**src/inc/ppslc_defines.vh**
```
// ppslc_defines.vh - offsets, field positions and reset values for the port
// device status and link capabilities registers. assumes no other header.
`ifndef PPSLC_DEFINES_VH
`define PPSLC_DEFINES_VH

// register byte offsets in configuration space
`define PPSLC_OFF_DEVSTS 12'h0c8
`define PPSLC_OFF_LINKCAP 12'h0cc

// device status field positions (upper half of the c8h dword)
`define PPSLC_BIT_CORR 16
`define PPSLC_BIT_NONFATAL 17
`define PPSLC_BIT_FATAL 18
`define PPSLC_BIT_UNSUP 19
`define PPSLC_BIT_AUXPWR 20
`define PPSLC_BIT_TRPEND 21

// link capabilities field positions
`define PPSLC_SPEED_LSB 0
`define PPSLC_WIDTH_LSB 4
`define PPSLC_ASPM_LSB 10
`define PPSLC_L0S_LSB 12
`define PPSLC_L1_LSB 15
`define PPSLC_BIT_CLKPM 18
`define PPSLC_BIT_SDOWN 19
`define PPSLC_BIT_DLLA 20
`define PPSLC_PORTNUM_LSB 24

// reset values
`define PPSLC_RST_SPEED 4'h2
`define PPSLC_RST_WIDTH 6'h01
`define PPSLC_RST_ASPM 2'h3
`define PPSLC_RST_L0S 3'h3
`define PPSLC_RST_L1 3'h0
`define PPSLC_RST_AUXPWR 1'b1
`define PPSLC_ZERO_BIT 1'b0
`define PPSLC_ONE_BIT 1'b1
`define PPSLC_ZERO8 8'h00
`define PPSLC_PAD6 6'h00
`define PPSLC_ZERO32 32'h0000_0000
`define PPSLC_ZERO4 4'h0

// loader field select codes
`define PPSLC_LD_ASPM 3'h0
`define PPSLC_LD_L0S 3'h1
`define PPSLC_LD_L1 3'h2
`define PPSLC_LD_CLKPM 3'h3
`define PPSLC_LD_PORTNUM 3'h4

`endif

```
**src/verilog/ppslc_err_flags.v**
```verilog
// ppslc_err_flags.v - four sticky error detected flags, write one to clear.
// assumes detect pulses and the clear write are synchronous to clk.
`timescale 1ns/10ps
`include "ppslc_defines.vh"

module ppslc_err_flags (
   clk,
   rstn,
   det_pulse,
   clr_mask,
   flags_r
);
   input wire clk;
   input wire rstn;
   input wire [3:0] det_pulse;
   input wire [3:0] clr_mask;
   output reg [3:0] flags_r;

   wire [3:0] flags_nxt;

   // set wins over clear so an error arriving with the clear is kept
   assign flags_nxt = (flags_r & ~clr_mask) | det_pulse;

   // flags never look at the reporting enables, they log unconditionally
   always @(posedge clk or negedge rstn) begin
      if (!rstn) begin
         flags_r <= `PPSLC_ZERO4;
      end else begin
         flags_r <= flags_nxt;
      end
   end
endmodule // ppslc_err_flags

```
**src/verilog/ppslc_regs.v**
```verilog
// ppslc_regs.v - device status and link capabilities registers of one port.
// assumes a simple synchronous config access port: dword address, byte
// enables, one-cycle write strobe; read data is registered one cycle later.
// Behaviour
// correctable error flag, write one clears
// non-fatal error flag, write one clears
// fatal error flag, write one clears
// unsupported request flag, write one clears
// flags log regardless of reporting enables
// aux power present reads one
// transactions pending always zero
// max link speed code, reset 0010b
// max link width, reset x1
// aspm support reset 11b
// l0s exit latency reset 011b
// l1 exit latency reset 000b
// clock pm one on upstream only
// surprise down one on downstream only
// dll active reporting always zero
// port number resets to port index
// loader may overwrite selected defaults
// detect pulse sets flag next edge
`timescale 1ns/10ps
`include "ppslc_defines.vh"

module ppslc_regs (
   clk,
   rstn,
   is_upstream,
   port_index,
   cfg_addr,
   cfg_wr,
   cfg_rd,
   cfg_be,
   cfg_wdata,
   cfg_rdata,
   cfg_rvalid,
   err_corr,
   err_nonfatal,
   err_fatal,
   err_unsup,
   ld_wr,
   ld_sel,
   ld_data
);
   // clock and asynchronous active low reset
   input wire clk;
   input wire rstn;

   // identity straps; they must be steady from reset release onwards
   input wire is_upstream;
   input wire [1:0] port_index;

   // configuration access port, one access per strobe
   input wire [11:0] cfg_addr;
   input wire cfg_wr;
   input wire cfg_rd;
   input wire [3:0] cfg_be;
   input wire [31:0] cfg_wdata;
   output reg [31:0] cfg_rdata;
   output reg cfg_rvalid;

   // one-cycle detect pulses from the port error logic
   input wire err_corr;
   input wire err_nonfatal;
   input wire err_fatal;
   input wire err_unsup;

   // default loader strobe, field select and data
   input wire ld_wr;
   input wire [2:0] ld_sel;
   input wire [7:0] ld_data;

   wire [3:0] flags;
   wire [3:0] clr_mask;
   wire hit_sts;
   wire hit_cap;
   wire ld_ok;
   wire ld_aspm;
   wire ld_l0s;
   wire ld_l1;
   wire ld_clkpm;
   wire ld_portnum;
   reg [1:0] aspm_r;
   reg [1:0] aspm_nxt;
   reg [2:0] l0s_r;
   reg [2:0] l0s_nxt;
   reg [2:0] l1_r;
   reg [2:0] l1_nxt;
   reg clkpm_r;
   reg clkpm_nxt;
   reg sdown_r;
   reg sdown_nxt;
   reg [7:0] portnum_r;
   reg [7:0] portnum_nxt;
   reg strap_done_r;
   reg [31:0] sts_word;
   reg [31:0] cap_word;
   reg [31:0] rdata_nxt;

   // dword decode; low two bits are byte lanes, selected by cfg_be
   function hit;
      input [11:0] a;
      input [11:0] off;
      begin
         hit = (a[11:2] == off[11:2]);
      end
   endfunction

   // loader field decode, shared by the five loadable fields
   function ld_hit;
      input en;
      input [2:0] sel;
      input [2:0] code;
      begin
         ld_hit = en && (sel == code);
      end
   endfunction

   // the two mapped dwords
   assign hit_sts = hit(cfg_addr, `PPSLC_OFF_DEVSTS);
   assign hit_cap = hit(cfg_addr, `PPSLC_OFF_LINKCAP);

   // write one to clear, only through byte lane 2 which holds bits 23:16
   assign clr_mask = (cfg_wr && hit_sts && cfg_be[2]) ?
                     cfg_wdata[`PPSLC_BIT_UNSUP:`PPSLC_BIT_CORR] : `PPSLC_ZERO4;

   // sticky flags, a detect pulse beats a same-cycle clear
   ppslc_err_flags u_flags (
      .clk(clk),
      .rstn(rstn),
      .det_pulse({err_unsup, err_fatal, err_nonfatal, err_corr}),
      .clr_mask(clr_mask),
      .flags_r(flags)
   );

   // the loader is heard only after the strap cycle, so a load never races
   // the strap capture; a load in the strap cycle is dropped silently
   assign ld_ok = ld_wr && strap_done_r;
   assign ld_aspm = ld_hit(ld_ok, ld_sel, `PPSLC_LD_ASPM);
   assign ld_l0s = ld_hit(ld_ok, ld_sel, `PPSLC_LD_L0S);
   assign ld_l1 = ld_hit(ld_ok, ld_sel, `PPSLC_LD_L1);
   assign ld_clkpm = ld_hit(ld_ok, ld_sel, `PPSLC_LD_CLKPM);
   assign ld_portnum = ld_hit(ld_ok, ld_sel, `PPSLC_LD_PORTNUM);

   // aspm support; config writes never reach it, only the loader does
   always @* begin
      aspm_nxt = aspm_r;
      if (ld_aspm) begin
         aspm_nxt = ld_data[1:0];
      end
   end

   // aspm support flop, reset default
   always @(posedge clk or negedge rstn) begin
      if (!rstn) begin
         aspm_r <= `PPSLC_RST_ASPM;
      end else begin
         aspm_r <= aspm_nxt;
      end
   end

   // l0s exit latency code, loader only
   always @* begin
      l0s_nxt = l0s_r;
      if (ld_l0s) begin
         l0s_nxt = ld_data[2:0];
      end
   end

   // l0s exit latency flop, reset default
   always @(posedge clk or negedge rstn) begin
      if (!rstn) begin
         l0s_r <= `PPSLC_RST_L0S;
      end else begin
         l0s_r <= l0s_nxt;
      end
   end

   // l1 exit latency code, loader only
   always @* begin
      l1_nxt = l1_r;
      if (ld_l1) begin
         l1_nxt = ld_data[2:0];
      end
   end

   // l1 exit latency flop, reset default
   always @(posedge clk or negedge rstn) begin
      if (!rstn) begin
         l1_r <= `PPSLC_RST_L1;
      end else begin
         l1_r <= l1_nxt;
      end
   end

   // clock pm: strap first, loader after; a load survives until reset
   always @* begin
      clkpm_nxt = clkpm_r;
      if (!strap_done_r) begin
         clkpm_nxt = is_upstream;
      end else if (ld_clkpm) begin
         clkpm_nxt = ld_data[0];
      end
   end

   // async reset may only load constants, the strap lands one edge later
   always @(posedge clk or negedge rstn) begin
      if (!rstn) begin
         clkpm_r <= `PPSLC_ZERO_BIT;
      end else begin
         clkpm_r <= clkpm_nxt;
      end
   end

   // surprise down only means something below a downstream port; fixed
   always @* begin
      sdown_nxt = sdown_r;
      if (!strap_done_r) begin
         sdown_nxt = ~is_upstream;
      end
   end

   // surprise down flop, strap caught at the first edge after reset
   always @(posedge clk or negedge rstn) begin
      if (!rstn) begin
         sdown_r <= `PPSLC_ZERO_BIT;
      end else begin
         sdown_r <= sdown_nxt;
      end
   end

   // port number: strap index zero extended, loader may replace it
   always @* begin
      portnum_nxt = portnum_r;
      if (!strap_done_r) begin
         portnum_nxt = {`PPSLC_PAD6, port_index};
      end else if (ld_portnum) begin
         portnum_nxt = ld_data;
      end
   end

   // port number flop, strap caught at the first edge after reset
   always @(posedge clk or negedge rstn) begin
      if (!rstn) begin
         portnum_r <= `PPSLC_ZERO8;
      end else begin
         portnum_r <= portnum_nxt;
      end
   end

   // strap cycle marker, high from the first edge after reset onwards
   always @(posedge clk or negedge rstn) begin
      if (!rstn) begin
         strap_done_r <= `PPSLC_ZERO_BIT;
      end else begin
         strap_done_r <= `PPSLC_ONE_BIT;
      end
   end

   // status word, upper half of the c8h dword:
   //   19:16 sticky flags: unsupported, fatal, non-fatal, correctable
   //   20 aux power present, reads one from reset on
   //   21 transactions pending, tied low, the port has no own requests
   //   31:22 and 15:0 read zero; the lower half is device control,
   //   which lives outside this block
   always @* begin
      sts_word = `PPSLC_ZERO32;
      sts_word[`PPSLC_BIT_UNSUP:`PPSLC_BIT_CORR] = flags;
      sts_word[`PPSLC_BIT_AUXPWR] = `PPSLC_RST_AUXPWR;
      sts_word[`PPSLC_BIT_TRPEND] = `PPSLC_ZERO_BIT;
   end

   // link capabilities word at cch:
   //   3:0 speed and 9:4 width are fixed codes, never loadable
   //   11:10 aspm, 14:12 l0s and 17:15 l1 latency come from loadable flops
   //   18 clock pm and 19 surprise down are strap derived, only 18 loads
   //   20 dll active reporting reads zero on every port
   //   23:21 reserved zero, 31:24 port number
   always @* begin
      cap_word = `PPSLC_ZERO32;
      cap_word[`PPSLC_SPEED_LSB+3:`PPSLC_SPEED_LSB] = `PPSLC_RST_SPEED;
      cap_word[`PPSLC_WIDTH_LSB+5:`PPSLC_WIDTH_LSB] = `PPSLC_RST_WIDTH;
      cap_word[`PPSLC_ASPM_LSB+1:`PPSLC_ASPM_LSB] = aspm_r;
      cap_word[`PPSLC_L0S_LSB+2:`PPSLC_L0S_LSB] = l0s_r;
      cap_word[`PPSLC_L1_LSB+2:`PPSLC_L1_LSB] = l1_r;
      cap_word[`PPSLC_BIT_CLKPM] = clkpm_r;
      cap_word[`PPSLC_BIT_SDOWN] = sdown_r;
      cap_word[`PPSLC_BIT_DLLA] = `PPSLC_ZERO_BIT;
      cap_word[`PPSLC_PORTNUM_LSB+7:`PPSLC_PORTNUM_LSB] = portnum_r;
   end

   // read mux; unmapped dwords read zero rather than aliasing
   always @* begin
      if (hit_sts) begin
         rdata_nxt = sts_word;
      end else if (hit_cap) begin
         rdata_nxt = cap_word;
      end else begin
         rdata_nxt = `PPSLC_ZERO32;
      end
   end

   // read valid pulse, exactly one cycle after the accepted strobe
   always @(posedge clk or negedge rstn) begin
      if (!rstn) begin
         cfg_rvalid <= `PPSLC_ZERO_BIT;
      end else begin
         cfg_rvalid <= cfg_rd;
      end
   end

   // read data holds between reads, so a slow host may pick it up late
   always @(posedge clk or negedge rstn) begin
      if (!rstn) begin
         cfg_rdata <= `PPSLC_ZERO32;
      end else if (cfg_rd) begin
         cfg_rdata <= rdata_nxt;
      end
   end
endmodule // ppslc_regs

```
**config.mk**
```make
export PLATFORM = sky130hd
export DESIGN_NAME = ppslc_regs
export DESIGN_NICKNAME = d
export VERILOG_FILES = /design/src/verilog/ppslc_err_flags.v /design/src/verilog/ppslc_regs.v
export VERILOG_INCLUDE_DIRS = /design/src /design/src/inc
export SDC_FILE = /design/constraint.sdc
export NUM_CORES = 1
export LEC_CHECK = 0
export BUFFER_PORTS_ARGS = -buffer_cell sky130_fd_sc_hd__buf_4
export CAP_MARGIN = 0
export CORE_MARGIN = 2
export CORE_UTILIZATION = 45
export CTS_CLUSTER_SIZE = 24
export DETAILED_ROUTE_END_ITERATION = 7
export MAX_ROUTING_LAYER = met4
export PLACE_DENSITY_LB_ADDON = 0.12
export SYNTH_ARGS = -nofsm -noshare
export SYNTH_HDL_FRONTEND = slang
export SYNTH_SLANG_ARGS = --single-unit
```
**constraint.sdc**
```tcl
create_clock -name clk -period 3.9 [get_ports clk]
set_input_delay 0.585 -clock clk [delete_from_list [all_inputs] [get_ports clk]]
set_output_delay 0.585 -clock clk [all_outputs]
set_load 0.05 [all_outputs]
```
* Word-level counts from Yosys, hierarchy flattened
Cells that the tools add are included.
W data, S select, Z words.
** Word-level totals
- Word-level logic and storage cells :: 38
- Output and inout bits :: 33
- Register bits after elaboration :: 56
** Cells by class
- Reductions and logical operators :: 9
- Multiplexer cells :: 7
- Equal/unequal tests :: 8
- Bitwise gates (word level) :: 4
** Operators with widths (count)
- $mux W32 :: 2
- $eq A10 B6 Y1 const B :: 2
- $mux W8 :: 2
- $logic_and A1 B1 Y1 :: 8
- $eq A3 B2 Y1 const B :: 2
- $and A4 B4 Y4 :: 1
- $mux W4 :: 1
- $ne A2 B2 Y1 const B :: 2
- $not A4 Y4 :: 1
- $or A4 B4 Y4 :: 1
- $eq A3 B1 Y1 const B :: 1
- $eq A3 B3 Y1 const B :: 1
- $logic_not A3 Y1 :: 1
- $mux W1 :: 2
- $not A1 Y1 :: 1

* Longest topological paths before layout
Gate-level depths: netlist of the first run.
- Depth in word-level cells :: 7
- Mapped depth :: 4
- Mapped depth without buffers :: 3

* By module
A second synthesis of the first run with hierarchy kept.
** Unflattened totals
- Cells, all modules :: 176
- Area, all modules :: 2052.0 um2
** Modules (own cells, without submodules)
- ppslc_regs :: cells an instance 164, times used 1, area an instance 1906.8 um2
- ppslc_err_flags :: cells an instance 12, times used 1, area an instance 145.1 um2

* Worst setup path before layout of the first run
Ideal clock, no wire load.
- Path kind :: in2reg
- Start :: input port ld_sel[1]
- End :: register aspm_r[0]
- Stages :: 4
- Arrival time :: 1428 ps
- Setup slack :: 2390 ps
- Required time :: 3818 ps
- Library setup time :: 82 ps
- Cells stage by stage :: and4bb_1 -> buf_6 -> and2b_4 -> mux2_4
** On the way
- Cells in the longest elaborated chain, start to end :: 2
** Ends and longest elaborated chain
- start: declaration :: RTL line ppslc_regs.v:71 : input wire [2:0] ld_sel;
- $logic_not A3 Y1 :: RTL line ppslc_regs.v:116 : ld_hit = en && (sel == code);
- $logic_and A1 B1 Y1 :: RTL line ppslc_regs.v:116
- end signal: assignment :: RTL line ppslc_regs.v:157 : aspm_r <= `PPSLC_RST_ASPM;
- end signal: assignment :: RTL line ppslc_regs.v:159 : aspm_r <= aspm_nxt;
- end: declaration :: RTL line ppslc_regs.v:84 : reg [1:0] aspm_r;
Every way passes these cells.
A chain may end at the register's enable or synchronous reset.

* Worst setup path in the final report of the first run
- Start :: input port cfg_addr[11]
- End :: register cfg_rdata[18]
** On the way
- Cells in the longest elaborated chain, start to end :: 3
- Elaborated cells between the ends (all ways) :: 4
- Those cells by class :: eq/ne (2); mux (2)
** Ends and longest elaborated chain
- start: declaration :: RTL line ppslc_regs.v:55 : input wire [11:0] cfg_addr;
- $eq A10 B6 Y1 :: RTL line ppslc_regs.v:106 : hit = (a[11:2] == off[11:2]);
- $mux W32 :: RTL line ppslc_regs.v:297 : end else if (hit_cap) begin
- $mux W32 * :: RTL line ppslc_regs.v:295 : if (hit_sts) begin
- end signal: assignment :: RTL line ppslc_regs.v:316 : cfg_rdata <= `PPSLC_ZERO32;
- end signal: assignment :: RTL line ppslc_regs.v:318 : cfg_rdata <= rdata_nxt;
- end: declaration :: RTL line ppslc_regs.v:60 : output reg [31:0] cfg_rdata;
Mark *: on every way between the ends. The rest lies on a longest branch, timed or not.

==> results of run 1 <==
-- critical path, stage by stage --
cell and delay, ps:
buf_4 110, nor4_1 360, nand3_1 720, o22ai_1 350
-- state kept, by name, indices dropped and copies added, names as in the netlist --
register,count
u_flags.flags_r,4
portnum_r,8
l1_r,3
aspm_r,2
strap_done_r,1
sdown_r,1
cfg_rvalid,1
clkpm_r,1
l0s_r,3
cfg_rdata,20
-- area by class of cell --
class / instances / area, um^2
fill: 394 / 1830
sequential: 44 / 1110
multi-input combinational: 114 / 739
timing repair buffer: 59 / 443
clock buffer: 8 / 90.1
inverter: 22 / 82.6
tap: 52 / 65.1
-- cell usage after synthesis --
cell type and instances:
o21ai_1 6, and2_1 1, buf_4 12, o22ai_1 20, and2b_4 1, a31o_1 1, inv_1 22, nor3_2 1
mux2_2 5, conb_1 2, a21oi_1 2, or3_4 1, buf_6 1, and3b_1 1, buf_2 4, o22a_1 6
o31ai_1 1, a21boi_1 1, dfrtp_1 40, mux2_4 5, nor4bb_1 1, buf_1 2, nand2b_1 6, nand4_1 1
clkbuf_1 4, a221o_1 1, dfstp_2 4, and4bb_1 1, nor2_1 1, nand2_1 13, nor4_1 1, mux2_1 2
o21a_1 1, nand3_1 22
-- where the power goes --
group	internal, W	switching (W)
sequential	0.000489	0.0000156
clock	0.000145	0.000153
combinational	0.0000622	0.0000709
total	0.000695	0.000239
-- final timing paths --
kind / to / cells after the start / start
max in group asynchronous: l0s_r[1]$_DFFE_PN1P_ / 1 / rstn
worst min-delay path: cfg_rdata[11]$_DFFE_PN0P_ / 1 / rstn
min in group clk: sdown_r$_DFFE_PN0N_ / 2 / is_upstream
worst min register to register: u_flags.flags_r[2]$_DFF_PN0_ / 1 / u_flags.flags_r[2]$_DFF_PN0_
worst max-delay path: cfg_rdata[18]$_DFFE_PN0P_ / 4 / cfg_addr[11]
worst max register to register: aspm_r[1]$_DFFE_PN1P_ / 3 / strap_done_r$_DFF_PN0_
-- stage by stage --
step	instance area, um^2	total power, W	util	std cells	hold slack, ps
after floorplan	2070	0.000602	-	203	289
after global placement	2440	0.000646	0.559	291	486
after detailed placement	2440	0.000647	0.559	291	495
after CTS	2530	0.000941	0.580	299	288
after global routing	2530	0.000971	0.580	299	305
final	2530	0.000935	0.580	299	263
-- cell families after synthesis --
group | share of synthesized area
buffers and inverters | 0.111
and+or+nand+nor | 0.138
DFF | 0.544
muxes | 0.0756
other | 0.00369
AOI/OAI and AO/OA | 0.127
-- routing by layer --
metal,vias to the layer above,share of wire
li1,752,-
met1,714,0.49
met2,50,0.45
met3,4,0.057
met4,0,0.0088
met5,-,0
==> reports/metrics.csv, run 1 <==
metric,value,unit
final hold viol count,0,
most frequent cells in the layout,"buf_4 (59), dfrtp_1 (40), inv_1 (22), nand3_1 (22), o22ai_1 (20)",
Max Clk Rate,520,MHz
Setup Viol. Count Final,0,
first-pass GRT wire length,7200,um
CTS tree,yes,
share of layout cells above drive strength 1,0.332,
Inserted Diodes,0,
H-tree Lvls,2,
clk slew on worst S/H paths,80,ps
data arrival time of the worst path,2120,ps
total CTS buffers,5,
antenna violations before repair,0,
max_cap viols,0,
nature of the critical path endpoint,register,
initial core utilization,0.467,
largest cells by area after synthesis,"dfrtp_1 (49%), o22ai_1 (6.2%), nand3_1 (5.4%)",
met1 GRT Util,0.249,
Synth Register Bits,44,
worst-case clock buffer depth,2,
post-synthesis sequential area ratio,0.544,
GRT overflow,0,
RSZ-0062 raised after global routing,false,
Tcrit/Tclk final,0.493,
Synth Instances,193,
Worst VDD drop,0.212,mV
IO Pins,104,
die width,71.2,um
vias per cell,5.08,
CP Class,in -> reg,
post-cts resize count,0,
GRT met3 Usage,0.0563,
P_leak,1.15,nW
DRC violations left,0,
Synth top area share,0.492,
DRT iter0 DRCs,56,
gr busiest metal,met2,
synthesized cell area,2030,um^2
Detail Placement HPWL,2960,um
Root Buffer Master,clkbuf_8,
cell taking the most area after synthesis,dfrtp_1,
die area,5080,um^2
hold buffers post-CTS,0,
CTS Sinks,44,
clk_lat worst skew,300,ps
Max Clock Skew,4.73,ps
Worst-Margin Slew,895,ps
Crit Path Max Fanout,20,
core area,4350,um^2
FP Rows,24,
Overall Global Routing Usage,0.185,
max-slew violation count,0,
Routed WL,4300,um
Post-Place Worst Slack,1620,ps
Die H,71.2,um
"antenna viol nets, final",0,
vias in the first global route,1528,
Reg2Reg Setup Slack,2170,ps
minimum clock period,1920,ps
met2 usage,0.279,
P&R area growth vs syn,24.2,%
NumNets Final,317,
Hold Crit Class,in -> async,
required time of the critical path,4090,ps
Via Count,1520,
DR WL/cell,14.4,um
Unique masters post-synth,34,
status,"finished, final reports clean",
setup bufs post-CTS,0,
Slew HR,0.402,
largest net degree at the start of global routing,45,
Yosys warning count,0,
startpoint types,input pin,
Routability Congestion,0.685,
Final WS setup,1980,ps
1st-pass router iterations,6,
number of I/O port buffers,59,
Setup Total Neg Slack,0,ps
"leading cell type in the layout, fill and taps excluded",buf_4,
Avg Synthesized Cell Area,10.5,um^2
Pwr Density,370,nW/um^2
Power figures use the tool's default switching activity.
==> run 2, diff against run 1 <==
--- a/config.mk
+++ b/config.mk
@@ -6,10 +6,11 @@
 export SDC_FILE = /design/constraint.sdc
 export NUM_CORES = 1
 export LEC_CHECK = 0
+export ABC_AREA = 1
 export BUFFER_PORTS_ARGS = -buffer_cell sky130_fd_sc_hd__buf_4
 export CAP_MARGIN = 0
 export CORE_MARGIN = 2
-export CORE_UTILIZATION = 45
+export CORE_UTILIZATION = 44
 export CTS_CLUSTER_SIZE = 24
 export DETAILED_ROUTE_END_ITERATION = 7
 export MAX_ROUTING_LAYER = met4
==> constraint.sdc (replaced) <==
create_clock -name clk -period 1.8 [get_ports clk]
set_input_delay 0.27 -clock clk [delete_from_list [all_inputs] [get_ports clk]]
set_output_delay 0.27 -clock clk [all_outputs]
set_load 0.05 [all_outputs]
==> run 2 against run 1 <==
Design area shrank 1.3%. Combinational power up 80%. Flip-flop and latch count stayed put. Sequential share of layout area grew 0.59 points. Clock skew increased by 0.77 ps. Setup slack worse by 1300 ps. Synthesized cell count up 9.8%. Critical path depth down 3. Largest cell class unchanged. Largest power group unchanged.
==> reports/metrics.csv, run 2 <==
metric,value,unit,change
status,"finished, final reports clean",,
final std cells w/o fill,326,,+9.0%
die width,70.4,um,-1.2%
FP Rows,24,,unchanged
first-pass GRT wire length,6650,um,-7.6%
"count leader, synth",nand2_1,,
CP Buf/Inv Count,1,,unchanged
Placed Instance Area,2370,um^2,-2.5%
Unique masters post-synth,22,,-35%
Max Clock Skew,5.50,ps,+0.775 ps
crit-path max cell delay,400,ps,-320 ps
"Critical Path, Cell by Cell",buf_4,,
Slew HR,0.640,,+0.238
post-synthesis sequential area ratio,0.570,,+0.0267
finished layout cell area,2490,um^2,-1.3%
Tcrit/Tclk final,0.641,,
Synth top area share,0.516,,+0.0241
share of layout cells above drive strength 1,0.292,,-0.0400
synthesized cell area,1940,um^2,-4.7%
core area,4290,um^2,-1.4%
DRT iter0 DRCs,112,,+100%
CTS tree,yes,,
Routability Congestion,0.759,,+11%
Avg Synthesized Cell Area,9.15,um^2,-13%
Setup Total Neg Slack,0,ps,unchanged
nature of the critical path endpoint,primary output,,
slowest CP cell,dfrtp_1,,
Root Buffer Master,clkbuf_8,,
NumNets Final,344,,+8.5%
post-cts resize count,0,,unchanged
startpoint types,register,,
Setup Viol. Count Final,0,,unchanged
CTS Sinks,44,,unchanged
Synth Instances,212,,+9.8%
vias in the first global route,1496,,-2.1%
Crit Path Max Fanout,3,,-85%
required time of the critical path,1530,ps,-2560 ps
worst-case clock buffer depth,2,,unchanged
final hold viol count,0,,unchanged
flip-flop count of the largest register after layout,20,,unchanged
P_leak,1.34,nW,+16%
Hold Crit Class,in -> reg,,
total CTS buffers,5,,unchanged
max-slew violation count,0,,unchanged
CP Class,reg -> out,,
minimum clock period,1150,ps,
setup bufs post-CTS,0,,unchanged
Synth Register Bits,44,,unchanged
largest cells by area after synthesis,"dfrtp_1 (52%), nand2_1 (12%), buf_4 (5.4%)",,
largest net degree at the start of global routing,45,,unchanged
top_reg_cell synth,dfrtp_1,,
die area,4950,um^2,-2.4%
Max Clk Rate,867,MHz,
"leading cell type in the layout, fill and taps excluded",nand2_1,,
RSZ-0062 raised after global routing,false,,
vias per cell,4.69,,-7.7%
Worst-Margin Slew,540,ps,-355 ps
max_cap viols,0,,unchanged
DP Cell Count,317,,+8.9%
Top reg by flops,cfg_rdata,,
initial core utilization,0.452,,-0.0156
clk_lat worst skew,290,ps,about the same
Die H,70.4,um,-1.2%
total power,0.00205,W,+120%
number of enable flip-flop cells after synthesis,0,,unchanged
Pwr Density,824,nW/um^2,+120%
Hold Crit Start,cfg_rd,,
DR WL/cell,11.7,um,-19%
Crit. Startpoint,cfg_rdata[4]$_DFFE_PN0P_,,
IO Pins,104,,unchanged
r2r startpoint,strap_done_r$_DFF_PN0_,,
clk slew on worst S/H paths,70,ps,about the same
most frequent cells in the layout,"nand2_1 (62), buf_4 (60), dfrtp_1 (40)",,
P&R area growth vs syn,28.5,%,
biggest regs,"cfg_rdata: 20 flops, portnum_r: 8 flops, u_flags.flags_r: 4 flops",,
Via Count,1530,,+0.66%
Yosys warning count,0,,unchanged
cell taking the most area after synthesis,dfrtp_1,,
Overall Global Routing Usage,0.170,,-0.0150
GRT overflow,0,,unchanged
data arrival time of the worst path,880,ps,-1240 ps
Worst VDD drop,0.547,mV,+160%
H-tree Lvls,2,,unchanged
number of I/O port buffers,59,,unchanged
Inserted Diodes,0,,unchanged
Routed WL,3820,um,-11%
Detail Placement HPWL,2740,um,-7.5%
fraction of registers with async set/reset,1.00,,unchanged
antenna violations before repair,0,,unchanged
1st-pass router iterations,4,,-2
Crit path max-delay family,flip-flops,,
Post-synth top cells,"nand2_1 (62), dfrtp_1 (40), inv_1 (20), nand3_1 (16), o21ai_1 (16)",,
DRC violations left,0,,unchanged
"antenna viol nets, final",0,,unchanged
[run 2: changes by cell type after synthesis, sizes merged, moves of 4 or more]
| cell | before | now |
|---|---|---|
| mux2 | 12 | 0 |
| nand4 | 1 | 9 |
| nand2 | 13 | 65 |
| nand2b | 6 | 0 |
| o22ai | 20 | 1 |
| nor2 | 1 | 8 |
| o21ai | 6 | 24 |
| nand3 | 22 | 17 |
| o22a | 6 | 0 |
| buf | 19 | 15 |
[run 2: through the flow]
stage | util | hold slack (ps) | setup slack [ps]
6_report | 0.580 | 147 | 647
5_1_grt | 0.580 | 143 | 549
4_1_cts | 0.580 | 138 | 630
3_5_place_dp | 0.553 | 294 | 531
3_3_place_gp | 0.553 | 299 | 530
2_1_floorplan | - | -25.6 | 626
[run 2: worst paths after layout]
kind / endpoint / slack [ps] / depth (start not counted)
max: cfg_rdata[4] / 650 / 1
min: cfg_rvalid$_DFF_PN0_ / 150 / 1
max reg2reg: portnum_r[7]$_DFFE_PN0P_ / 670 / 3
min reg2reg: l0s_r[1]$_DFFE_PN1P_ / 470 / 2
max in group asynchronous: l0s_r[1]$_DFFE_PN1P_ / 920 / 2
min in group asynchronous: portnum_r[3]$_DFFE_PN0P_ / 510 / 2
[run 2: logic make-up (layout without fill, tap and decap cells)]
group | after synthesis | count (layout) | synth area share
simple gates | 101 | 101 | 0.252
flops | 44 | 44 | 0.570
buf+inv | 38 | 90 | 0.101
compound gates | 27 | 27 | 0.0729
other cells | 2 | 12 | 0.00387
[run 2: timing repair]
action | in CTS | in global routing
endpoints found under the setup margin | 0 | 0
hold buffers | 1 | 0
endpoints found under the hold margin | 40 | 0
[run 2: power breakdown]
group	total, W	internal (W)	switching, W	leakage, nW
Combinational	0.000240	0.0000898	0.000150	0.728
Clock	0.000733	0.000412	0.000321	0.0552
Sequential	0.00108	0.00105	0.0000283	0.562
Total	0.00205	0.00155	0.000500	1.34
[run 2: area by class of cell]
class | count | area, um^2
Sequential cell | 44 | 1110
Tap cell | 52 | 65.1
Clock inverter | 2 | 35.0
Fill cell | 423 | 1800
Inverter | 21 | 78.8
Timing Repair Buffer | 61 | 460
Multi-Input combinational cell | 140 | 674
Clock buffer | 6 | 72.6
[run 2: per-layer routing]
metal / global-route usage / wire, um / vias up
met5: - / 0 / -
met4: 0.0513 / 48 / 0
met3: 0.0433 / 279 / 7
met2: 0.259 / 1680 / 54
met1: 0.226 / 1810 / 686
li1: - / - / 783
